File: config.mk
export PLATFORM = sky130hd
export DESIGN_NAME = dcc_top
export DESIGN_NICKNAME = d
export VERILOG_FILES = /design/src/rtl/dcc_pkg.sv /design/src/rtl/dcc_top.sv
export SDC_FILE = /design/constraint.sdc
export NUM_CORES = 1
export LEC_CHECK = 0
export CAP_MARGIN = 20
export CORE_MARGIN = 3
export CORE_UTILIZATION = 40
export DETAILED_ROUTE_END_ITERATION = 10
export DONT_BUFFER_PORTS = 1
export GPL_ROUTABILITY_DRIVEN = 0
export PLACE_DENSITY = 0.64
export SLEW_MARGIN = 40
export SYNTH_ARGS = -nofsm -noshare
export SYNTH_HDL_FRONTEND = slang
export SYNTH_SLANG_ARGS = --single-unit
File: constraint.sdc
create_clock -name i_clk -period 3.2 [get_ports i_clk]
set_input_delay 0.64 -clock i_clk [delete_from_list [all_inputs] [get_ports i_clk]]
set_output_delay 0.64 -clock i_clk [all_outputs]
set_load 0.03 [all_outputs]
File: src/rtl/dcc_pkg.sv
// Shared constants, phase states and the state record of the comparator control block.
// Assumes a 32-bit APB slave where each register takes one aligned word.
package dcc_pkg;

  // Register byte offsets.
  localparam logic [7:0] OFF_CTRL   = 8'h00; // Comparator control register.
  localparam logic [7:0] OFF_DIR    = 8'h04; // Port A direction register.
  localparam logic [7:0] OFF_FLAG   = 8'h08; // Peripheral flag register.
  localparam logic [7:0] OFF_PEN    = 8'h0C; // Peripheral enable register.
  localparam logic [7:0] OFF_INTC   = 8'h10; // Interrupt control register.
  localparam logic [7:0] OFF_STS    = 8'h14; // Sticky event status, read only.
  localparam logic [7:0] OFF_CLR    = 8'h18; // Event clear, write only.
  localparam logic [7:0] OFF_IEN    = 8'h1C; // Event interrupt enable.

  // Field positions.
  localparam int MODE_MSB   = 2;  // Mode field is bits 2:0.
  localparam int FIRST_BIT  = 6;  // First comparator output bit.
  localparam int SECOND_BIT = 7;  // Second comparator output bit.
  localparam int FLAG_BIT   = 6;  // Change flag in the flag register.
  localparam int CHGEN_BIT  = 6;  // Change enable in the enable register.
  localparam int PERIPHERAL_INT_ENABLE_BIT   = 6;  // Peripheral enable in interrupt control.
  localparam int GIE_BIT    = 7;  // Global enable in interrupt control.
  localparam int STS_CHG    = 0;  // Status bit for an output change.
  localparam int STS_MODE   = 1;  // Status bit for a mode change.

  // Mode codes.
  localparam logic [2:0] MODE_RESET  = 3'h0; // Pins 0 to 3 analogue, comparators off.
  localparam logic [2:0] MODE_INTREF = 3'h2; // Internal reference on both positives.
  localparam logic [2:0] MODE_OFF    = 3'h7; // Both comparators powered down.

  // Reset values.
  localparam logic [2:0] CTRL_RST = 3'h0;
  localparam logic [4:0] DIR_RST  = 5'h1F;

  // Phase states of the instruction cycle.
  typedef enum logic [3:0] {
    DCC_PH1 = 4'h1,
    DCC_PH2 = 4'h2,
    DCC_PH3 = 4'h4,
    DCC_PH4 = 4'h8
  } dcc_phase_t;

  // Whole state of the block.
  typedef struct packed {
    dcc_phase_t  phase;     // Current phase.
    logic [2:0]  mode;      // Comparator mode field.
    logic [4:0]  dir;       // Port A direction, one means input.
    logic [1:0]  latched;   // Outputs remembered at the last control access.
    logic        flag;      // Comparator change flag.
    logic        chg_en;    // Comparator change enable.
    logic        per_en;    // Peripheral interrupt enable.
    logic        glb_en;    // Global interrupt enable.
    logic [1:0]  status;    // Sticky event status.
    logic [1:0]  irq_en;    // Event interrupt enables.
    logic [1:0]  outs;      // Registered comparator outputs.
    logic [31:0] rdata;     // Read data for the bus.
  } dcc_state_t;

endpackage : dcc_pkg

File: src/rtl/dcc_top.sv
// Digital control around two voltage comparators, reached over APB.
// Assumes digitised analogue levels on its inputs, synchronous to i_clk.
//
// Our own choices: the register addresses and the APB slave port.
`timescale 1ns/10ps

module dcc_top (
  // Clock and reset.
  input  wire logic        i_clk,
  input  wire logic        i_rst,
  // APB slave.
  input  wire logic        i_psel,
  input  wire logic        i_penable,
  input  wire logic        i_pwrite,
  input  wire logic [31:0] i_paddr,
  input  wire logic [31:0] i_pwdata,
  output logic             o_pready,
  output logic [31:0]      o_prdata,
  output logic             o_pslverr,
  // Digitised analogue levels.
  input  wire logic [7:0]  i_first_pos,
  input  wire logic [7:0]  i_first_neg,
  input  wire logic [7:0]  i_second_pos,
  input  wire logic [7:0]  i_second_neg,
  input  wire logic [7:0]  i_ref_level,
  // Power state of the core.
  input  wire logic        i_sleep,
  // Comparator and pin control.
  output logic             o_cmp_power,
  output logic [1:0]       o_cmp_out,
  output logic [4:0]       o_pin_analog,
  output logic [4:0]       o_pin_oe,
  // Interrupts.
  output logic             o_int_request,
  output logic             o_wake,
  output logic             o_irq
);

  ////////////////////////////////////////////////////////////////////////////
  // Helpers.

  // True when the mode leaves both comparators powered.
  function automatic logic powered(input logic [2:0] m);
    powered = (m != dcc_pkg::MODE_RESET) && (m != dcc_pkg::MODE_OFF);
  endfunction : powered

  // Pins left analogue by a mode; bit 4 is never analogue.
  function automatic logic [4:0] analog_mask(input logic [2:0] m);
    case (m)
      3'h7:    analog_mask = 5'h00;
      3'h3,
      3'h5,
      3'h6:    analog_mask = 5'h07;
      default: analog_mask = 5'h0F;
    endcase
  endfunction : analog_mask

  // True for an offset that decodes to a register.
  function automatic logic hit(input logic [7:0] a);
    hit = (a[1:0] == 2'h0) && (a <= dcc_pkg::OFF_IEN);
  endfunction : hit

  ////////////////////////////////////////////////////////////////////////////
  // State and decode.

  dcc_pkg::dcc_state_t st_reg;   // Registered state.
  dcc_pkg::dcc_state_t st_next;  // Its next value.
  logic [7:0]          addr;     // Low address byte.
  logic                access;   // APB access phase.
  logic                rd_take;  // Read taken this cycle.
  logic                wr_take;  // Write taken this cycle.
  logic                ctrl_acc; // Control register read or written.
  logic [7:0]          pos1;     // Positive input of the first comparator.
  logic [7:0]          pos2;     // Positive input of the second comparator.
  logic [1:0]          live;     // Live comparator outputs.
  logic                mismatch; // Live outputs differ from latched ones.
  logic                set_chg;  // Change event that sets the flag.

  assign addr   = i_paddr[7:0];
  assign access = i_psel && i_penable;

  // A read completes in phase two and a write in phase four, so the bus
  // waits for the phase; this costs up to four cycles per access.
  assign rd_take  = access && !i_pwrite && (st_reg.phase == dcc_pkg::DCC_PH2);
  assign wr_take  = access && i_pwrite && (st_reg.phase == dcc_pkg::DCC_PH4);
  assign ctrl_acc = (rd_take || wr_take) && (addr == dcc_pkg::OFF_CTRL);

  ////////////////////////////////////////////////////////////////////////////
  // Comparators.

  // The internal reference replaces both positive pins in mode 010.
  assign pos1 = (st_reg.mode == dcc_pkg::MODE_INTREF) ? i_ref_level : i_first_pos;
  assign pos2 = (st_reg.mode == dcc_pkg::MODE_INTREF) ? i_ref_level : i_second_pos;

  // Equal levels resolve low; a powered-down comparator reads low.
  // Sleep has no effect here, so the comparators keep running.
  always_comb begin
    live[0] = powered(st_reg.mode) && (pos1 > i_first_neg);
    live[1] = powered(st_reg.mode) && (pos2 > i_second_neg);
  end

  // A mismatch is found by comparing latched and live every cycle.
  assign mismatch = (live != st_reg.latched);

  // A change in the cycle the control register is accessed is lost, since
  // the access refreshes the latch in that very cycle.
  assign set_chg = mismatch && !ctrl_acc;

  ////////////////////////////////////////////////////////////////////////////
  // Next state.

  // All register updates and the phase divider live in this process.
  always_comb begin
    st_next = st_reg;
    // Phase divider, one step per clock.
    case (st_reg.phase)
      dcc_pkg::DCC_PH1: begin
        st_next.phase = dcc_pkg::DCC_PH2;
      end
      dcc_pkg::DCC_PH2: begin
        st_next.phase = dcc_pkg::DCC_PH3;
      end
      dcc_pkg::DCC_PH3: begin
        st_next.phase = dcc_pkg::DCC_PH4;
      end
      default: begin
        st_next.phase = dcc_pkg::DCC_PH1;
      end
    endcase
    // Any access to the control register refreshes the latch.
    if (ctrl_acc) begin
      st_next.latched = live;
    end
    st_next.outs = live;
    // Register writes.
    if (wr_take) begin
      case (addr)
        dcc_pkg::OFF_CTRL: begin
          st_next.mode = i_pwdata[dcc_pkg::MODE_MSB:0];
          if (i_pwdata[dcc_pkg::MODE_MSB:0] != st_reg.mode) begin
            st_next.status[dcc_pkg::STS_MODE] = 1'b1;
          end
        end
        dcc_pkg::OFF_DIR: begin
          st_next.dir = i_pwdata[4:0];
        end
        dcc_pkg::OFF_FLAG: begin
          // Zero clears, one simulates an event.
          st_next.flag = i_pwdata[dcc_pkg::FLAG_BIT];
        end
        dcc_pkg::OFF_PEN: begin
          st_next.chg_en = i_pwdata[dcc_pkg::CHGEN_BIT];
        end
        dcc_pkg::OFF_INTC: begin
          st_next.per_en = i_pwdata[dcc_pkg::PERIPHERAL_INT_ENABLE_BIT];
          st_next.glb_en = i_pwdata[dcc_pkg::GIE_BIT];
        end
        dcc_pkg::OFF_CLR: begin
          st_next.status = st_reg.status & ~i_pwdata[1:0];
        end
        dcc_pkg::OFF_IEN: begin
          st_next.irq_en = i_pwdata[1:0];
        end
        default: begin
          st_next.irq_en = st_reg.irq_en;
        end
      endcase
    end
    // Hardware set wins over a software clear in the same cycle.
    if (set_chg) begin
      st_next.flag                   = 1'b1;
      st_next.status[dcc_pkg::STS_CHG] = 1'b1;
    end
    // Read data follows the address; it is rebuilt every cycle from the current state and live outputs.
    st_next.rdata = 32'h0000_0000;
    case (addr)
      dcc_pkg::OFF_CTRL: begin
        st_next.rdata[dcc_pkg::MODE_MSB:0] = st_reg.mode;
        st_next.rdata[dcc_pkg::FIRST_BIT]  = live[0];
        st_next.rdata[dcc_pkg::SECOND_BIT] = live[1];
      end
      dcc_pkg::OFF_DIR: begin
        st_next.rdata[4:0] = st_reg.dir;
      end
      dcc_pkg::OFF_FLAG: begin
        st_next.rdata[dcc_pkg::FLAG_BIT] = st_reg.flag;
      end
      dcc_pkg::OFF_PEN: begin
        st_next.rdata[dcc_pkg::CHGEN_BIT] = st_reg.chg_en;
      end
      dcc_pkg::OFF_INTC: begin
        st_next.rdata[dcc_pkg::PERIPHERAL_INT_ENABLE_BIT] = st_reg.per_en;
        st_next.rdata[dcc_pkg::GIE_BIT]  = st_reg.glb_en;
      end
      dcc_pkg::OFF_STS: begin
        st_next.rdata[1:0] = st_reg.status;
      end
      dcc_pkg::OFF_IEN: begin
        st_next.rdata[1:0] = st_reg.irq_en;
      end
      default: begin
        st_next.rdata = 32'h0000_0000;
      end
    endcase
  end

  ////////////////////////////////////////////////////////////////////////////
  // State register.

  // Reset forces mode 000; sleep is not a reset, so only a control write changes it otherwise.
  always_ff @(posedge i_clk) begin
    if (i_rst) begin
      st_reg         <= '0;
      st_reg.phase   <= dcc_pkg::DCC_PH1;
      st_reg.mode    <= dcc_pkg::CTRL_RST;
      st_reg.dir     <= dcc_pkg::DIR_RST;
    end else begin
      st_reg <= st_next;
    end
  end

  ////////////////////////////////////////////////////////////////////////////
  // Outputs.

  assign o_pready  = i_pwrite ? (st_reg.phase == dcc_pkg::DCC_PH4)
                              : (st_reg.phase == dcc_pkg::DCC_PH2);
  assign o_pslverr = access && o_pready && !hit(addr);
  assign o_prdata  = st_reg.rdata;

  // Comparators are held off while reset is asserted.
  assign o_cmp_power  = powered(st_reg.mode) && !i_rst;
  assign o_cmp_out    = st_reg.outs;
  assign o_pin_analog = analog_mask(st_reg.mode);
  // A digital pin drives only when its direction bit says output.
  assign o_pin_oe     = ~st_reg.dir & ~analog_mask(st_reg.mode);

  // The flag sets regardless; the request needs all three enables.
  assign o_int_request = st_reg.flag && st_reg.chg_en && st_reg.per_en && st_reg.glb_en;
  // Wake ignores the global enable.
  assign o_wake = i_sleep && st_reg.flag && st_reg.chg_en && st_reg.per_en;
  assign o_irq  = |(st_reg.status & st_reg.irq_en);
endmodule : dcc_top

==> results of run 1 <==
worst reg2reg max path, stage by stage, from the launching register on:
cell	delay, ns
dfxtp_1	0.38
nor3b_2	0.20
buf_4	0.25
mux2_2	0.37
ha_1	0.28
a211oi_1	0.20
nor2_1	0.10
o311ai_0	0.31
nor2_1	0.17
a221oi_1	0.32
nor2_1	0.07
cell families (layout without fill, tap and decap cells):
family	after synthesis	in the layout
adder cells (fa/ha/maj)	16	16
AND/OR/NAND/NOR	104	104
other	1	26
buffers and inverters	64	30
multiplexers	26	26
AO/OA/AOI/OAI	35	35
flip-flops	31	31
XOR/XNOR	3	3
cells in the mapped netlist (2+ instances only):
library cell   n  area share, %
nor3_2         2           0.84
dfxtp_1       31             26
nand4_1        5            1.3
a21oi_1       10            2.1
mux2_2        14            6.7
a22oi_1        2           0.63
nand2_1       16            2.5
mux2i_1       11            4.6
a21o_1         2           0.63
nand3_1       11            2.3
inv_1         15            2.4
xnor2_1        3            1.1
and2_1         4            1.1
buf_4         38             12
nor4b_1        3            1.1
a211oi_1       2           0.63
buf_2          7            1.5
and3b_1        2           0.74
o21ai_0        7            1.5
nor2b_1        8            2.1
a221oi_1       3            1.1
clkbuf_1       4           0.63
nand3b_1       5            1.6
nor2_1        27            4.3
or3_1          2           0.53
ha_1          16            8.4
nand2_2        2           0.53
a31oi_1        3           0.79
and4_1         5            1.8
nor3_1         2           0.42
per-layer routing:
layer / up-vias / routed length [µm] / global-route usage [%]
li1: 897 / - / -
met1: 833 / 2010 / 16.2
met2: 68 / 2440 / 23.7
met3: 6 / 504 / 6.45
met4: 2 / 58 / 4.75
met5: - / 7 / 0
metrics by stage:
stage               total power, µW  instance area, µm²
finish                          853                2370
global route                    896                2370
CTS                             865                2370
detailed placement              525                2270
global placement                522                2270
floorplan                       544                2460
layout make-up:
class                           count  area [µm²]
Inverter                           15        56.3
Sequential cell                    31         621
Fill cell                         570        3240
Timing Repair Buffer                7        52.6
Multi-Input combinational cell    210        1450
Tap cell                           72        90.1
Clock buffer                        8         100
power by group through the flow:
stage	sequential (µW)	combinational [µW]	clock, µW
6_report	399	118	336
5_1_grt	401	131	365
4_1_cts	399	118	348
3_5_place_dp	408	117	0
3_3_place_gp	408	114	0
2_1_floorplan	406	138	0
path summary, 6_finish.rpt:
| kind | depth (start not counted) | start | endpoint |
|---|---|---|---|
| setup / recovery | 10 | st_reg[49] | o_prdata[6] |
| hold / removal | 1 | i_rst | st_reg[34] |
| setup reg to reg | 10 | st_reg[49] | o_prdata[6] |
| hold reg to reg | 2 | st_reg[48] | st_reg[48] |
==> metrics.csv, run 1 <==
stage,metric,value,unit
floorplanning,die area,0.00688,mm²
synthesis,library cells used by synthesis,48,
pwr,VDD IR max,0.176,mV
synthesis,Simple-Gate Fraction of Synth Area,26.0,%
synthesis,Seq cells post-synth,31,
synthesis,mux cell area share after synthesis,11.9,%
sta,Worst Clk Skew,0.00462,ns
layout,fin cells,343,
synthesis,compound-cell area share of the yosys netlist,9.66,%
synthesis,mapped cell area,0.00237,mm²
clock_tree,post-CTS sizing,0,
setup_path,crit-path most repeated cell,nor2_1,
floorplanning,Die Width,83.0,µm
layout,"most common cell after layout, fill and taps aside",dfxtp_1,
floorplanning,Die Y,83.0,µm
sta,setup slack after layout,0.418,ns
floorplanning,initial core utilization,42.3,%
placed_design,dpl hpwl,3960,µm
placed_design,Port Buffers,0,
synthesis,Synth warnings,0,
setup_path,crit-path max cell delay,0.38,ns
setup_path,"delay-heaviest family, CP",compound AO/OA/AOI/OAI gates,
grt,total gr overflow,0,
layout,number of flip-flops in the largest register,22,
setup_path,R2R setup slack,0.42,ns
pwr,Int Power,629,µW
clock_tree,Hold Buf Count CTS,0,
layout,Antenna diodes,0,
synthesis,Post-synth ARST share,0,%
route,DR vias/cell,5.27,
setup_path,"Req. time, crit path",3.36,ns
route,Initial DRC Count,86,
pwr,Switch Pwr,224,µW
setup_path,WP buf/inv,1,
run_status,outcome,completed,
grt,first-pass GRT wire length,8180,µm
sta,worst slew pin tran,0.693,ns
pwr,Combinational Power Share,13.8,%
setup_path,CP startpoint kind,flip-flop,
placed_design,dpl cells,335,
pwr,Static Leak,0.000990,µW
synthesis,Post-Synth Adder-Cell Area,8.45,%
floorplanning,FP Rows,27,
flow_run,Max-Cap Viols,0,
clock_tree,CTS tree,done,
layout,share of layout cells above drive strength 1,15.1,%
sta,minimum clock period,2.78,ns
route,final wirelength,5020,µm
grt,global-route usage over all layers,14.3,%
sta,fmax,0.360,GHz
synthesis,Synth Area in XOR/XNOR,1.11,%
clock_tree,Post-CTS Setup Bufs,0,
synthesis,Mapped Avg Cell Area,8.46,µm²
grt,largest net degree at the start of global routing,29,
setup_path,crit path kind,reg2reg,
pwr,Seq pwr share,46.8,%
layout,Area Growth Syn to Fin,0.0526,%
layout,Final #Nets,396,
synthesis,number of synthesized flops with an enable pin,0,
sta,Final period util,86.9,%
sta,final hold violation count,0,
route,first drt pass iteration count,4,
setup_path,worst path cell trace,"nor3b_2, buf_4, mux2_2, ha_1, a211oi_1, nor2_1, o311ai_0, nor2_1, a221oi_1, nor2_1",
worst_hold_path,Worst Hold Class,in2reg,
layout,"commonest non-fill, non-tap cells in the layout","31 x dfxtp_1, 27 x nor2_1, 26 x conb_1",
clock_tree,clock tree buffer depth,2,
sta,RSZ-0062 raised after global routing,no,
synthesis,main combinational cell family by area after synthesis,simple AND/OR/NAND/NOR gates,
sta,final hold slack,0.428,ns
pwr,sw frac,26.2,%
clock_tree,clock latency on the worst-skew pair,0.28,ns
floorplanning,IO Count,160,
setup_path,Worst Path Max Fanout,16,
clock_tree,clk slew on worst S/H paths,0.07,ns
setup_path,Worst Path Arrival,2.94,ns
sta,TNS Setup,0,ns
placed_design,pre-CTS setup slack,0.415,ns
setup_path,slowest cell on the critical path,dfxtp_1,
clock_tree,TritonCTS buffer count,5,
synthesis,Synth Flop Type,dfxtp_1,
route,via count,1806,
route,DRC,0,
sta,slew margin rel.,53.5,%
synthesis,synthesized instance count,280,
grt,initial antenna violation count,1,
clock_tree,root buf cell,clkbuf_8,
clock_tree,htree depth,2,
route,WL per Instance,14.6,µm
setup_path,Crit. End Element,flip-flop,
pwr,Cell Pwr Density,360,mW/mm²
floorplanning,core footprint,0.00561,mm²
route,Routed Antenna Nets,0,
synthesis,post-synthesis sequential area ratio,26.2,%
grt,vias in the first global route,1759,
layout,Layout Utilization,42.3,%
sta,Pins Over Slew Limit,0,
sta,setup violators final,0,
pwr,Clock power frac,39.4,%
clock_tree,clock sinks,31,
Power figures use the tool's default switching activity.
==> inputs of run 2 (changes only) <==
Settings changed: GPL_TIMING_DRIVEN set to 0.
==> metrics.csv, run 2 (same netlist as run 1, synthesis figures left out) <==
stage,metric,value,unit
setup_path,crit-path max cell delay,0.36,ns
pwr,Seq pwr share,47.1,%
layout,Antenna diodes,0,
placed_design,"Cell Area, Placed",0.00255,mm²
worst_hold_path,Hold Path Origin,st_reg[48],
layout,Layout Utilization,47.5,%
placed_design,pre-CTS setup slack,-0.181,ns
route,final wirelength,5420,µm
clock_tree,clock latency on the worst-skew pair,0.28,ns
floorplanning,initial core utilization,42.3,%
setup_path,crit path kind,reg2reg,
sta,Worst Clk Skew,0.0107,ns
grt,vias in the first global route,1849,
setup_path,CP startpoint kind,flip-flop,
sta,final hold violation count,0,
floorplanning,Die Width,83.0,µm
floorplanning,IO Count,160,
pwr,sw frac,28.2,%
pwr,Cell Pwr Density,318,mW/mm²
layout,Area Growth Syn to Fin,12.4,%
sta,Final period util,90.4,%
placed_design,dpl hpwl,4370,µm
worst_hold_path,Worst Hold Path Cells,2,
pwr,Int Power,609,µW
route,Routed Antenna Nets,0,
route,first drt pass iteration count,4,
sta,minimum clock period,2.89,ns
route,WL per Instance,14.0,µm
placed_design,Port Buffers,0,
pwr,Clock power frac,34.6,%
grt,first-pass GRT wire length,8870,µm
route,met1 wire length,2440,µm
pwr,Static Leak,0.00120,µW
setup_path,reg-to-reg critical path startpoint,st_reg[50],
worst_hold_path,end of the worst hold path,st_reg[48],
setup_path,Worst Path Arrival,3.04,ns
grt,initial antenna violation count,0,
setup_path,Crit. End Element,flip-flop,
pwr,VDD IR max,0.161,mV
clock_tree,root buf cell,clkbuf_8,
layout,number of flip-flops in the largest register,22,
pwr,Switch Pwr,239,µW
pwr,Combinational Power Share,18.3,%
floorplanning,FP Rows,27,
pwr,final total power,848,µW
setup_path,R2R setup slack,0.31,ns
setup_path,crit-path most repeated cell,nor2_1,
setup_path,"Req. time, crit path",3.35,ns
sta,worst slew pin tran,0.717,ns
clock_tree,CTS tree,done,
sta,Pins Over Slew Limit,0,
route,met3 wire length,429,µm
setup_path,Worst Path Max Fanout,10,
sta,fmax,0.346,GHz
floorplanning,core footprint,0.00561,mm²
clock_tree,htree depth,2,
flow_run,Max-Cap Viols,0,
route,via count,1920,
floorplanning,Die Y,83.0,µm
clock_tree,clk slew on worst S/H paths,0.06,ns
grt,largest net degree at the start of global routing,11,
sta,RSZ-0062 raised after global routing,no,
clock_tree,clock tree buffer depth,2,
floorplanning,die area,0.00688,mm²
run_status,outcome,completed,
setup_path,slowest cell on the critical path,mux2_2,
layout,"commonest non-fill, non-tap cells in the layout","41 x buf_4, 31 x dfxtp_1, 27 x nor2_1",
clock_tree,clock sinks,31,
setup_path,WP buf/inv,2,
clock_tree,TritonCTS buffer count,5,
layout,"most common cell after layout, fill and taps aside",buf_4,
layout,Fillers,585,
route,DR vias/cell,4.96,
grt,global-route usage over all layers,15.5,%
worst_hold_path,Worst Hold Class,reg2reg,
sta,slew margin rel.,51.8,%
clock_tree,Hold Buf Count CTS,0,
layout,Final #Nets,440,
route,DRC,0,
sta,TNS Setup,0,ns
route,met2 wire length,2500,µm
setup_path,R2R depth,11,
layout,share of layout cells above drive strength 1,25.7,%
layout,Final Cell Area,0.00266,mm²
route,Initial DRC Count,86,
sta,setup violators final,0,
setup_path,worst path cell trace,"buf_2, nor3b_4, buf_4, mux2_2, ha_1, nor2b_1, o21ai_0, nor4bb_1, nor2_1, a221oi_1, nor2_1",
setup_path,"delay-heaviest family, CP",simple AND/OR/NAND/NOR gates,
setup_path,reg-to-reg endpoint,o_prdata[6],
grt,total gr overflow,0,
route,Max Used Layer,met4,
sta,setup slack after layout,0.309,ns
[run 2: worst max-delay path by stage]
stage	start	endpoint	slack [ns]	depth (start not counted)
3_3_place_gp	st_reg[50]	st_reg[41]	-0.11	11
2_1_floorplan	st_reg[50]	o_prdata[6]	0.40	11
5_1_grt	st_reg[50]	o_prdata[6]	0.02	11
4_1_cts	st_reg[50]	o_prdata[6]	0.01	11
6_report	st_reg[50]	o_prdata[6]	0.31	11
3_5_place_dp	st_reg[50]	st_reg[36]	-0.18	11
[run 2: worst register-to-register path: stages (launching register included)]
cell and delay [ns]:
dfxtp_1 0.30, buf_2 0.18, nor3b_4 0.25, buf_4 0.24, mux2_2 0.36, ha_1 0.28, nor2b_1 0.13, o21ai_0 0.16
nor4bb_1 0.29, nor2_1 0.15, a221oi_1 0.33, nor2_1 0.08
[run 2: metrics by stage]
step | hold slack (ns) | cells
3_3_place_gp | 0.470 | 377
2_1_floorplan | 0.449 | 305
3_5_place_dp | 0.475 | 377
5_1_grt | 0.496 | 387
4_1_cts | 0.484 | 385
6_report | 0.482 | 387
[run 2: timing repair]
item | 4_1_cts | 5_1_grt
buffers inserted | 0 | 2
gates resized for setup | 2 | 2
hold endpoints to repair | 0 | 0
endpoints found under the setup margin | 4 | 4
[run 2: layer usage]
layer	vias to the layer above	track usage, %
met3	8	5.75
met4	0	3.57
met2	69	24.9
met5	-	0
met1	861	19.8
li1	982	-
[run 2: final cells by class]
cell class / instances / area (µm²) / share of cell area, %
flip-flops and latches: 31 / 621 / 23.3
multi-input cells: 210 / 1460 / 54.9
plain buffers: 49 / 338 / 12.7
well taps: 72 / 90.1 / 3.38
repair buffers: 2 / 15.0 / 0.564
clock inverters: 1 / 5.00 / 0.188
inverters: 15 / 56.3 / 2.11
clock buffers: 7 / 76.3 / 2.87
[run 2: power groups by stage]
| stage | clock, µW | sequential [µW] | combinational [µW] |
|---|---|---|---|
| after floorplan | 0 | 406 | 138 |
| after global routing | 317 | 401 | 172 |
| final | 293 | 400 | 155 |
| after CTS | 299 | 399 | 155 |
| after global placement | 0 | 408 | 151 |
| after detailed placement | 0 | 408 | 154 |
